==> src/hdl/ssmc_pkg.sv <==
/*
  constants shared by the sleep mode controller and its idle timer.
  assumes a 100 MHz system clock and a 32-bit avalon-mm register bus.
*/
// Contract
// - codes 11100/1x010/1x001 force deep/light/wake
// - request bits clear themselves after a delay
// - no auto deep sleep when disabled
// - light sleep after idle time in normal
// - deep sleep after long idle in light
// - deep sleep exits on motion or wake
// - idle times come from entry delay register
// - clearing enables in normal keeps normal
// - clearing enables asleep keeps sleeping until wake
// - sleep enable bit, reset value one
// - low five bits select sleep usage
// - auto deep sleep enable, reset value one
package ssmc_pkg;
  // ==========================================
  // register map (word index, byte = 4*index)
  localparam logic [7:0] PSC_IDX   = 8'h05;   // power_state_control
  localparam logic [7:0] DLY_IDX   = 8'h10;   // idle entry delay
  localparam logic [7:0] STAT_IDX  = 8'h11;   // state status
  // ==========================================
  // power_state_control fields
  localparam int         LED_BIT   = 7;
  localparam int         SLP_BIT   = 4;
  localparam int         DEEP_BIT  = 3;
  localparam logic [7:0] PSC_RST   = 8'hB8;   // led, 01, sleep, deep on
  localparam logic [2:0] REQ_MASK  = 3'h7;
  localparam logic [4:0] CODE_DEEP = 5'h1C;   // 11100
  localparam logic [2:0] CODE_LITE = 3'h2;    // 1x010 low part
  localparam logic [2:0] CODE_WAKE = 3'h1;    // 1x001 low part
  // ==========================================
  // idle entry delay fields and reset values
  localparam logic [9:0] LITE_MS_RST = 10'h100; // 256 ms
  localparam logic [7:0] DEEP_S_RST  = 8'h3D;   // 61 s
  localparam int         DEEP_LSB    = 16;
  // ==========================================
  // timing
  localparam int TICK_MS      = 1;            // idle tick, ms
  localparam int CLK_MHZ      = 100;
  localparam int MS_CYC       = TICK_MS * CLK_MHZ * 1000;
  localparam int MS_PER_S     = 1000;
  localparam int REQ_CLR_CYC  = 8;            // request self-clear delay
  // ==========================================
  // power states, one-hot
  typedef enum logic [2:0] {
    ST_NORMAL = 3'b001,
    ST_LIGHT  = 3'b010,
    ST_DEEP   = 3'b100
  } ssmc_state_t;
endpackage : ssmc_pkg

==> src/hdl/ssmc_timer_if.sv <==
/*
  carrier between the controller and its idle timer.
  assumes both ends sit on the same clock.
*/
`timescale 1ns/10ps
interface ssmc_timer_if;
  logic        restart;    // clear elapsed idle time
  logic [17:0] target_ms;  // idle time wanted, ms
  logic        expired;    // idle time reached
  modport ctrl  (output restart, output target_ms, input expired);
  modport timer (input restart, input target_ms, output expired);
endinterface : ssmc_timer_if

==> src/hdl/ssmc_idle_timer.sv <==
/*
  no-motion idle timer counting whole milliseconds.
  assumes restart is pulsed by the controller on motion or state change.
*/
`timescale 1ns/10ps
module ssmc_idle_timer
  import ssmc_pkg::*;
#(
  parameter int MS_CYCLES = MS_CYC   // cycles per ms tick
)(
  input  wire logic  clk,
  input  wire logic  nrst,
  ssmc_timer_if.timer tif
);
  // ==========================================
  // millisecond prescaler
  logic [31:0] pre_q;   // cycles into this ms
  logic [17:0] ms_q;    // elapsed idle ms
  logic        tick;    // one ms elapsed

  assign tick = (pre_q == 32'(MS_CYCLES - 1));

  // prescaler restarts with the count so ticks stay aligned
  always_ff @(posedge clk or negedge nrst)
  begin
    if (!nrst)
      pre_q <= 32'h0000_0000;
    else if (tif.restart || tick)
      pre_q <= 32'h0000_0000;
    else
      pre_q <= pre_q + 32'h0000_0001;
  end

  // ==========================================
  // elapsed count, saturates so it never wraps back
  always_ff @(posedge clk or negedge nrst)
  begin
    if (!nrst)
      ms_q <= 18'h0_0000;
    else if (tif.restart)
      ms_q <= 18'h0_0000;
    else if (tick && ms_q != 18'h3_FFFF)
      ms_q <= ms_q + 18'h0_0001;
  end

  // a zero target expires at once
  assign tif.expired = (ms_q >= tif.target_ms);
endmodule : ssmc_idle_timer

==> src/hdl/ssmc_ctrl.sv <==
/*
  sensor sleep mode controller: power state machine plus its registers.
  assumes an avalon-mm master on the system clock and a motion pulse
  from the motion engine on the same clock.
*/
// The Avalon-MM register port and the address map were chosen for this implementation.
`timescale 1ns/10ps
module ssmc_ctrl
  import ssmc_pkg::*;
#(
  parameter int MS_CYCLES = MS_CYC   // cycles per ms, shorten in sim
)(
  input  wire logic        clk,
  input  wire logic        nrst,
  // avalon-mm slave, byte address
  input  wire logic [9:0]  avs_address,
  input  wire logic        avs_read,
  input  wire logic        avs_write,
  input  wire logic [31:0] avs_writedata,
  input  wire logic [3:0]  avs_byteenable,
  output logic [31:0]      avs_readdata,
  output logic             avs_waitrequest,
  // motion engine, same clock
  input  wire logic        motion_detect,
  // power state outputs
  output logic [2:0]       power_state,
  output logic             led_gating_enable
);
  import ssmc_pkg::*;

  // ==========================================
  // declarations
  ssmc_state_t state_q;      // current power state
  ssmc_state_t state_d;      // next power state
  logic [7:0]  psc_q;        // power_state_control
  logic [9:0]  lite_ms_q;    // light sleep idle time, ms
  logic [7:0]  deep_s_q;     // deep sleep idle time, s
  logic [3:0]  clr_cnt_q;    // request self-clear delay
  logic        ack_q;        // bus answer cycle
  logic [31:0] rdata_q;      // read data register
  logic [7:0]  word_idx;     // word index of access
  logic        wr_take;      // write takes effect now
  logic        psc_wr;       // write to control register
  logic        force_deep;   // forced deep sleep code
  logic        force_lite;   // forced light sleep code
  logic        force_wake;   // forced wakeup code
  logic        sleep_en;     // sleep allowed
  logic        deep_en;      // auto deep sleep allowed
  logic        req_pend;     // some request bit is set
  logic        req_done;     // self-clear delay over

  ssmc_timer_if tif ();      // idle timer carrier

  // ==========================================
  // bus decode
  // registers sit one per 32-bit word
  assign word_idx = avs_address[9:2];

  // one wait cycle per access; the answer edge is ack_q high
  assign avs_waitrequest = (avs_read || avs_write) && !ack_q;

  // write commits only on the edge where waitrequest is low
  assign wr_take = avs_write && ack_q;

  // only the low byte lane carries control bits
  assign psc_wr = wr_take && (word_idx == PSC_IDX)
                  && avs_byteenable[0];

  // answer cycle toggles so back to back requests each wait once
  always_ff @(posedge clk or negedge nrst)
  begin
    if (!nrst)
      ack_q <= 1'b0;
    else
      ack_q <= (avs_read || avs_write) && !ack_q;
  end

  // ==========================================
  // read data, captured in the wait cycle
  // unmapped words read as zero
  always_ff @(posedge clk or negedge nrst)
  begin
    if (!nrst)
      rdata_q <= 32'h0000_0000;
    else if (avs_read && !ack_q)
    begin
      unique case (word_idx)
        PSC_IDX:
          rdata_q <= {24'h00_0000, psc_q};
        DLY_IDX:
          rdata_q <= {8'h00, deep_s_q, 6'h00, lite_ms_q};
        STAT_IDX:
          rdata_q <= {28'h000_0000, motion_detect, state_q};
        default:
          rdata_q <= 32'h0000_0000;
      endcase
    end
  end

  assign avs_readdata = rdata_q;

  // ==========================================
  // forced mode codes, decoded from the write data
  // deep code must match all five bits exactly
  assign force_deep = psc_wr
                      && (avs_writedata[4:0] == CODE_DEEP);

  // light and wake ignore the deep enable bit
  assign force_lite = psc_wr && avs_writedata[SLP_BIT]
                      && (avs_writedata[2:0] == CODE_LITE);

  assign force_wake = psc_wr && avs_writedata[SLP_BIT]
                      && (avs_writedata[2:0] == CODE_WAKE);

  // ==========================================
  // enable bits
  // 0xxxx turns sleep off, 10xxx light only, 11xxx both
  assign sleep_en = psc_q[SLP_BIT];
  assign deep_en  = psc_q[SLP_BIT] && psc_q[DEEP_BIT];

  assign led_gating_enable = psc_q[LED_BIT];

  // ==========================================
  // self-clearing request bits
  assign req_pend = |(psc_q[2:0] & REQ_MASK);
  assign req_done = (clr_cnt_q == 4'(REQ_CLR_CYC - 1));

  // delay counter runs only while a request bit stands
  always_ff @(posedge clk or negedge nrst)
  begin
    if (!nrst)
      clr_cnt_q <= 4'h0;
    else if (psc_wr || !req_pend)
      clr_cnt_q <= 4'h0;            // a fresh write restarts the delay
    else if (!req_done)
      clr_cnt_q <= clr_cnt_q + 4'h1;
  end

  // ==========================================
  // power_state_control register
  // a write in the clearing cycle wins over the clear
  // bits 6:5 store whatever software writes; it is
  // expected to write 01 there and nothing checks it
  always_ff @(posedge clk or negedge nrst)
  begin
    if (!nrst)
      psc_q <= PSC_RST;
    else if (psc_wr)
      psc_q <= avs_writedata[7:0];
    else if (req_pend && req_done)
      psc_q[2:0] <= 3'h0;
  end

  // ==========================================
  // idle entry delay register
  // byte lanes 0-1 hold light time, lane 2 deep time
  always_ff @(posedge clk or negedge nrst)
  begin
    if (!nrst)
    begin
      lite_ms_q <= LITE_MS_RST;
      deep_s_q  <= DEEP_S_RST;
    end
    else if (wr_take && word_idx == DLY_IDX)
    begin
      if (avs_byteenable[0])
        lite_ms_q[7:0] <= avs_writedata[7:0];
      if (avs_byteenable[1])
        lite_ms_q[9:8] <= avs_writedata[9:8];
      if (avs_byteenable[2])
        deep_s_q <= avs_writedata[DEEP_LSB +: 8];
    end
  end

  // ==========================================
  // idle timer hookup
  // restart on motion and on any state change, so
  // each state counts only its own idle time
  assign tif.restart = motion_detect
                       || (state_d != state_q);

  // target follows the state; seconds scale to ms
  always_comb
  begin
    if (state_q == ST_LIGHT)
      tif.target_ms = 18'(deep_s_q * MS_PER_S);
    else
      tif.target_ms = {8'h00, lite_ms_q};
  end

  ssmc_idle_timer #(
    .MS_CYCLES (MS_CYCLES)
  ) i_ssmc_idle_timer (
    .clk  (clk),
    .nrst (nrst),
    .tif  (tif)
  );

  // ==========================================
  // power state machine, next state
  // forced codes take priority over idle timeouts;
  // clearing the enables never wakes or sleeps the
  // device by itself
  always_comb
  begin
    state_d = state_q;
    unique case (state_q)
      ST_NORMAL:
      begin
        if (force_deep)
          state_d = ST_DEEP;
        else if (force_lite)
          state_d = ST_LIGHT;
        else if (sleep_en && !motion_detect && tif.expired)
          state_d = ST_LIGHT;
      end
      ST_LIGHT:
      begin
        if (motion_detect || force_wake)
          state_d = ST_NORMAL;
        else if (force_deep)
          state_d = ST_DEEP;
        else if (deep_en && tif.expired)
          state_d = ST_DEEP;
      end
      ST_DEEP:
      begin
        if (motion_detect || force_wake)
          state_d = ST_NORMAL;
        else if (force_lite)
          state_d = ST_LIGHT;
      end
    endcase
  end

  // ==========================================
  // state register, comes up in normal
  always_ff @(posedge clk or negedge nrst)
  begin
    if (!nrst)
      state_q <= ST_NORMAL;
    else
      state_q <= state_d;
  end

  // state output straight from the flip-flops
  assign power_state = state_q;

endmodule : ssmc_ctrl

==> config.mk <==
export PLATFORM = sky130hd
export DESIGN_NAME = ssmc_ctrl
export DESIGN_NICKNAME = d
export VERILOG_FILES = /design/src/hdl/ssmc_pkg.sv /design/src/hdl/ssmc_timer_if.sv /design/src/hdl/ssmc_idle_timer.sv /design/src/hdl/ssmc_ctrl.sv
export SDC_FILE = /design/constraint.sdc
export NUM_CORES = 1
export LEC_CHECK = 0
export ABC_CLOCK_PERIOD_IN_PS = 7900
export BUFFER_PORTS_ARGS = -buffer_cell sky130_fd_sc_hd__buf_2
export CAP_MARGIN = 20
export CORE_MARGIN = 1.5
export CORE_UTILIZATION = 30
export DETAILED_ROUTE_END_ITERATION = 12
export GPL_ROUTABILITY_DRIVEN = 0
export SETUP_SLACK_MARGIN = 0.02
export SYNTH_ARGS = -nofsm -noshare
export SYNTH_HDL_FRONTEND = slang
export SYNTH_HIERARCHICAL = 1
export SYNTH_SLANG_ARGS = --single-unit
export TNS_END_PERCENT = 10
==> constraint.sdc <==
create_clock -name clk -period 7.9 [get_ports clk]
set_input_delay 0.79 -clock clk [delete_from_list [all_inputs] [get_ports clk]]
set_output_delay 0.79 -clock clk [all_outputs]
set_load 0.01 [all_outputs]
==> results of run 1 <==
==> logic make-up after synthesis <==
kind of cell | count (synthesis) | synth area share (%)
AOI/OAI and AO/OA | 136 | 11.6
DFF | 102 | 36.0
muxes | 24 | 3.75
xor gates and xnor gates | 37 | 4.54
buffers and inverters | 103 | 6.47
adders and majority gates | 80 | 16.2
and+or+nand+nor | 289 | 21.4
other | 1 | 0.0526
==> metal layers <==
metal | global-route usage, % | share of wire, % | wire length [µm]
met5 | 0 | 0 | 0
met4 | 3.23 | 1.0 | 157
met3 | 2.29 | 2.5 | 373
met2 | 21.1 | 47 | 7130
met1 | 18.4 | 50 | 7520
==> worst max-delay path: cells and delay by family, from the launching register on <==
kind,cells,cell delay (ns)
adder cells (fa/ha/maj),6,2.76
flip-flops,1,0.62
AND/OR/NAND/NOR,5,0.83
buffers and inverters,5,0.63
AO/OA/AOI/OAI,12,2.39
==> area by class of cell <==
type                       instances  area, µm²
clock inverter                     7       83.8
timing repair buffer              64        375
fill                            2436      15300
sequential                       102       2570
tap                              319        399
multi-input combinational        580       4160
inverter                          65        244
clock buffer                       9        225
==> registers in the layout, summed over array words and instances (netlist names) <==
name,flops
ack_q,1
lite_ms_q,10
i_ssmc_idle_timer/ms_q,18
power_state,3
deep_s_q,8
clr_cnt_q,4
i_ssmc_idle_timer/pre_q,32
psc_q,8
avs_readdata,18
==> synthesized netlist by cell type (18+ instances only) <==
| cell | number | area share (%) |
|---|---|---|
| a21oi_1 | 38 | 2.7 |
| ha_1 | 59 | 10 |
| mux2_2 | 22 | 3.5 |
| nor2_1 | 52 | 2.7 |
| or3_1 | 18 | 1.6 |
| xnor2_1 | 24 | 2.9 |
| inv_1 | 65 | 3.4 |
| dfrtp_1 | 91 | 32 |
| nand3_1 | 27 | 1.9 |
| nor3_1 | 19 | 1.3 |
| nand2_1 | 87 | 4.6 |
| fa_1 | 21 | 5.9 |
| o21ai_0 | 49 | 3.4 |
==> through the flow <==
stage / hold slack (ns) / utilization [%] / power (mW) / worst slack (ns) / area, µm²
after global placement: 0.443 / 33.0 / 0.752 / 0.619 / 7720
final: 0.317 / 34.4 / 1.21 / 0.561 / 8060
after CTS: 0.318 / 34.3 / 1.22 / 0.505 / 8030
after global routing: 0.333 / 34.4 / 1.27 / 0.0973 / 8060
after floorplan: 0.424 / - / 0.679 / 1.01 / 7180
after detailed placement: 0.451 / 33.0 / 0.754 / 0.560 / 7720
==> power breakdown <==
part	total, mW	switching (mW)	internal (mW)
clock network	0.465	0.215	0.250
registers	0.556	0.0207	0.536
logic	0.186	0.117	0.0687
total	1.21	0.353	0.854
==> how the worst min path moves through the flow <==
stage	end	slack (ns)	cells after the start
2_1_floorplan	i_ssmc_idle_timer/pre_q[0]$_DFF_PN0_	0.42	1
3_3_place_gp	psc_q[5]$_DFFE_PN1N_	0.44	2
3_5_place_dp	psc_q[5]$_DFFE_PN1N_	0.45	2
4_1_cts	i_ssmc_idle_timer/pre_q[16]$_DFF_PN0_	0.32	1
5_1_grt	i_ssmc_idle_timer/pre_q[20]$_DFF_PN0_	0.33	1
6_report	i_ssmc_idle_timer/pre_q[20]$_DFF_PN0_	0.32	1
==> results_dict.tcl, run 1 <==
set metrics [dict create \
    finalSetupTns_ns 0 \
    antenna_found_initial 0 \
    die_h_um 157 \
    crit_path_end_kind "flop" \
    min_period_ns 7.34 \
    path_max_fanout 31 \
    area_delta_synth_final_pct 12.9 \
    rows 56 \
    clk-insertion-delay-late_ns 0.36 \
    gr-usage-all-layers_pct 13.2 \
    grt_max_degree 81 \
    post_cts_resized 0 \
    ys_seq_area_share_pct 36.0 \
    final_max_slew_viol_count 0 \
    first_pass_iters 4 \
    synth.distinct_cells 59 \
    critPathRequiredTime_ns 8.13 \
    wire_per_inst_um 13.2 \
    setup_violations 0 \
    hold_buffers 0 \
    place.port_buffers 56 \
    r2r_start "deep_s_q[2]$_DFFE_PN1P_" \
    clkSlewWorstSetupHoldPaths_ns 0.07 \
    slowest_stage "dfstp_2" \
    fin_skew_ns 0.0153 \
    cts.root.buffer_cell "clkbuf_16" \
    status "finished clean" \
    timing.final.crit_share_pct 92.9 \
    finalHoldViolCount 0 \
    drt_iter0_drc 341 \
    rsz0062_at_grt "no" \
    synth-main-ff-cell "dfrtp_1" \
    nNetsFinal 953 \
    core_um2 23400 \
    synth-edff-count 0 \
    antennaDiodeCount 0 \
    crit_type "reg -> reg" \
    drive_gt1_share_pct 14.5 \
    hold_class "in -> async" \
    numCtsBuffers 9 \
    synth_area_um2 7130 \
    p_leak_nw 3.56 \
    final_common_cell "dfrtp_1" \
    num_io_pins 88 \
    drc 0 \
    ant_nets 0 \
    worst_path_largest_cell_delay_ns 0.62 \
    die_area_um2 24700 \
    cts_tree "yes" \
    cts_max_path_buffers 2 \
    die_x_um 157 \
    endpoint "i_ssmc_idle_timer/pre_q[25]$_DFF_PN0_" \
    cpMostUsedCell "fa_1" \
    startpoint "deep_s_q[2]$_DFFE_PN1P_" \
    ir_worst_vdd_mv 0.0907 \
    power_density_nw_per_um2 150 \
    post-cts-setup-buffer-count 0 \
    grt_pass1_vias 5350 \
    htree_levels 3 \
    wirelength_um 15200 \
    overflow 0 \
    start_util_pct 30.5 \
    dp.cells 1129 \
    dp_hpwl_um 11300 \
    drv_cap 0 \
    avgViaCountPerCell 4.85 \
    clock-sinks 102 \
    max_freq_ghz 0.136 \
    reg2reg_depth 28 \
    reg2reg_to "i_ssmc_idle_timer/pre_q[25]$_DFF_PN0_" \
    ys_async_sr_fraction_pct 100 \
    syn_inst 772 \
    synth_area_per_cell_um2 9.24 \
    grt_pass1_wl_um 26400 \
    num_vias 5554 \
    synth_warnings 6 \
    ys_seq_elements 102 \
    layout_common_cells "dfrtp_1 (91), nand2_1 (87), inv_1 (65)" \
    r2r_slack_ns 0.56 \
    fin_cells 1146 \
    crit_arrival_ns 7.57 \
    slew_headroom_pct 25.7 \
    cp-start-kind "flop" \
    worst_slew_pin_slew_ns 1.10 \
]
(Power assumes the default switching activity.)
==> run 2, diff against run 1 <==
Settings changed: PLACE_DENSITY from default to 0.43.
==> run 2 against run 1 <==
- largest cell class unchanged
- largest power group unchanged
- flip-flop and latch count stayed put
- via count grew 0.50%
- worst setup slack better by 0.098 ns
==> results_dict.tcl, run 2 (synthesized netlist as in run 1, its figures left out) <==
set metrics [dict create \
    status "finished clean" \
    finalHoldViolCount 0 \
    grt_pass1_wl_um 29300 \
    grt_pass1_vias 5860 \
    reg2reg_depth 28 \
    finalSetupTns_ns 0 \
    rsz0062_at_grt "no" \
    max_freq_ghz 0.138 \
    hold_buffers 0 \
    path_max_fanout 8 \
    setup_violations 0 \
    wirelength_um 16400 \
    avgViaCountPerCell 4.87 \
    antennaDiodeCount 0 \
    ir_worst_vdd_mv 0.114 \
    rows 56 \
    dp_hpwl_um 12100 \
    largest_reg_flops 32 \
    slew_headroom_pct 36.1 \
    ant_nets 0 \
    place.port_buffers 56 \
    crit_path_end_kind "flop" \
    wire_per_inst_um 14.3 \
    overflow 0 \
    numCtsBuffers 9 \
    crit_type "reg -> reg" \
    die_h_um 157 \
    clk-insertion-delay-late_ns 0.36 \
    cts.root.buffer_cell "clkbuf_16" \
    slowest_stage "dfstp_2" \
    clock-sinks 102 \
    timing.final.crit_share_pct 91.7 \
    critPathRequiredTime_ns 8.14 \
    hold_class "in -> async" \
    drc 0 \
    htree_levels 3 \
    gr-usage-all-layers_pct 14.8 \
    nNetsFinal 954 \
    fin_skew_ns 0.0138 \
    core_um2 23400 \
    worst_path_largest_cell_delay_ns 0.63 \
    drv_cap 0 \
    worst_slew_pin_slew_ns 0.958 \
    drt_iter0_drc 234 \
    layout_common_cells "dfrtp_1 (91), nand2_1 (87), inv_1 (65)" \
    post-cts-setup-buffer-count 0 \
    antenna_found_initial 0 \
    die_x_um 157 \
    cts_max_path_buffers 2 \
    grt_max_degree 56 \
    crit_arrival_ns 7.48 \
    final_core_util_pct 34.4 \
    start_util_pct 30.5 \
    clkSlewWorstSetupHoldPaths_ns 0.08 \
    cpMostUsedCell "fa_1" \
    cts_tree "yes" \
    first_pass_iters 4 \
    p_leak_nw 3.56 \
    min_period_ns 7.24 \
    final_common_cell "dfrtp_1" \
    regMostFlops "i_ssmc_idle_timer/pre_q" \
    drive_gt1_share_pct 14.9 \
    final_max_slew_viol_count 0 \
    power_density_nw_per_um2 150 \
    n_fill_cell 2476 \
    die_area_um2 24700 \
    area_delta_synth_final_pct 12.8 \
    num_io_pins 88 \
    num_vias 5582 \
    cp-start-kind "flop" \
]
-- run 2: per-layer routing --
layer | share of wire, % | up-vias | routed length (µm) | global-route usage, %
met5 | 0 | - | 0 | 0
met2 | 46 | 60 | 7590 | 24.4
met4 | 1.2 | 0 | 192 | 3.73
li1 | - | 2799 | - | -
met1 | 51 | 2715 | 8290 | 20.4
met3 | 1.8 | 8 | 293 | 1.93
-- run 2: metrics by stage --
| stage | hold WS, ns | total power [mW] | setup WS [ns] | instances | area (µm²) |
|---|---|---|---|---|---|
| 2_1_floorplan | 0.424 | 0.679 | 1.01 | 785 | 7180 |
| 3_3_place_gp | 0.444 | 0.765 | 0.434 | 1130 | 7730 |
| 3_5_place_dp | 0.448 | 0.762 | 0.467 | 1130 | 7730 |
| 4_1_cts | 0.459 | 1.23 | 0.396 | 1146 | 8030 |
| 5_1_grt | 0.488 | 1.28 | 0.0692 | 1147 | 8050 |
| 6_report | 0.455 | 1.21 | 0.660 | 1147 | 8050 |
-- run 2: final cells by class --
cell class	count	area (µm²)	share of cell area, %
multi-input combinational	580	4180	51.9
inverter	65	244	3.03
tap	319	399	4.96
clock buffer	9	225	2.80
clock inverter	7	72.6	0.902
timing repair buffer	65	360	4.48
sequential	102	2570	31.9
-- run 2: timing repair --
item | in CTS | in global routing
hold endpoints to repair | 0 | 0
gates resized for setup | 0 | 2
setup endpoints to repair | 0 | 29
-- run 2: worst paths after layout --
check / start / endpoint / slack (ns)
worst max-delay path: deep_s_q[2]$_DFFE_PN1P_ / i_ssmc_idle_timer/pre_q[21]$_DFF_PN0_ / 0.66
worst min-delay path: nrst / i_ssmc_idle_timer/pre_q[22]$_DFF_PN0_ / 0.46
worst max register to register: deep_s_q[2]$_DFFE_PN1P_ / i_ssmc_idle_timer/pre_q[21]$_DFF_PN0_ / 0.66
worst min register to register: i_ssmc_idle_timer/pre_q[0]$_DFF_PN0_ / i_ssmc_idle_timer/pre_q[0]$_DFF_PN0_ / 0.46
max in group asynchronous: nrst / avs_readdata[23]$_DFFE_PN0P_ / 6.26
min in group clk: i_ssmc_idle_timer/pre_q[0]$_DFF_PN0_ / i_ssmc_idle_timer/pre_q[0]$_DFF_PN0_ / 0.46
-- run 2: critical path: cells and delay by family (launching register included) --
family                   cells  cell delay [ns]
flip-flops                   1             0.63
AO/OA/AOI/OAI               12             2.41
buffers and inverters        5             0.63
adder cells (fa/ha/maj)      6             2.73
AND/OR/NAND/NOR              5             0.71
-- run 2: power breakdown --
part	internal (mW)	switching, mW
logic	0.0704	0.121
clock network	0.225	0.234
registers	0.536	0.0215
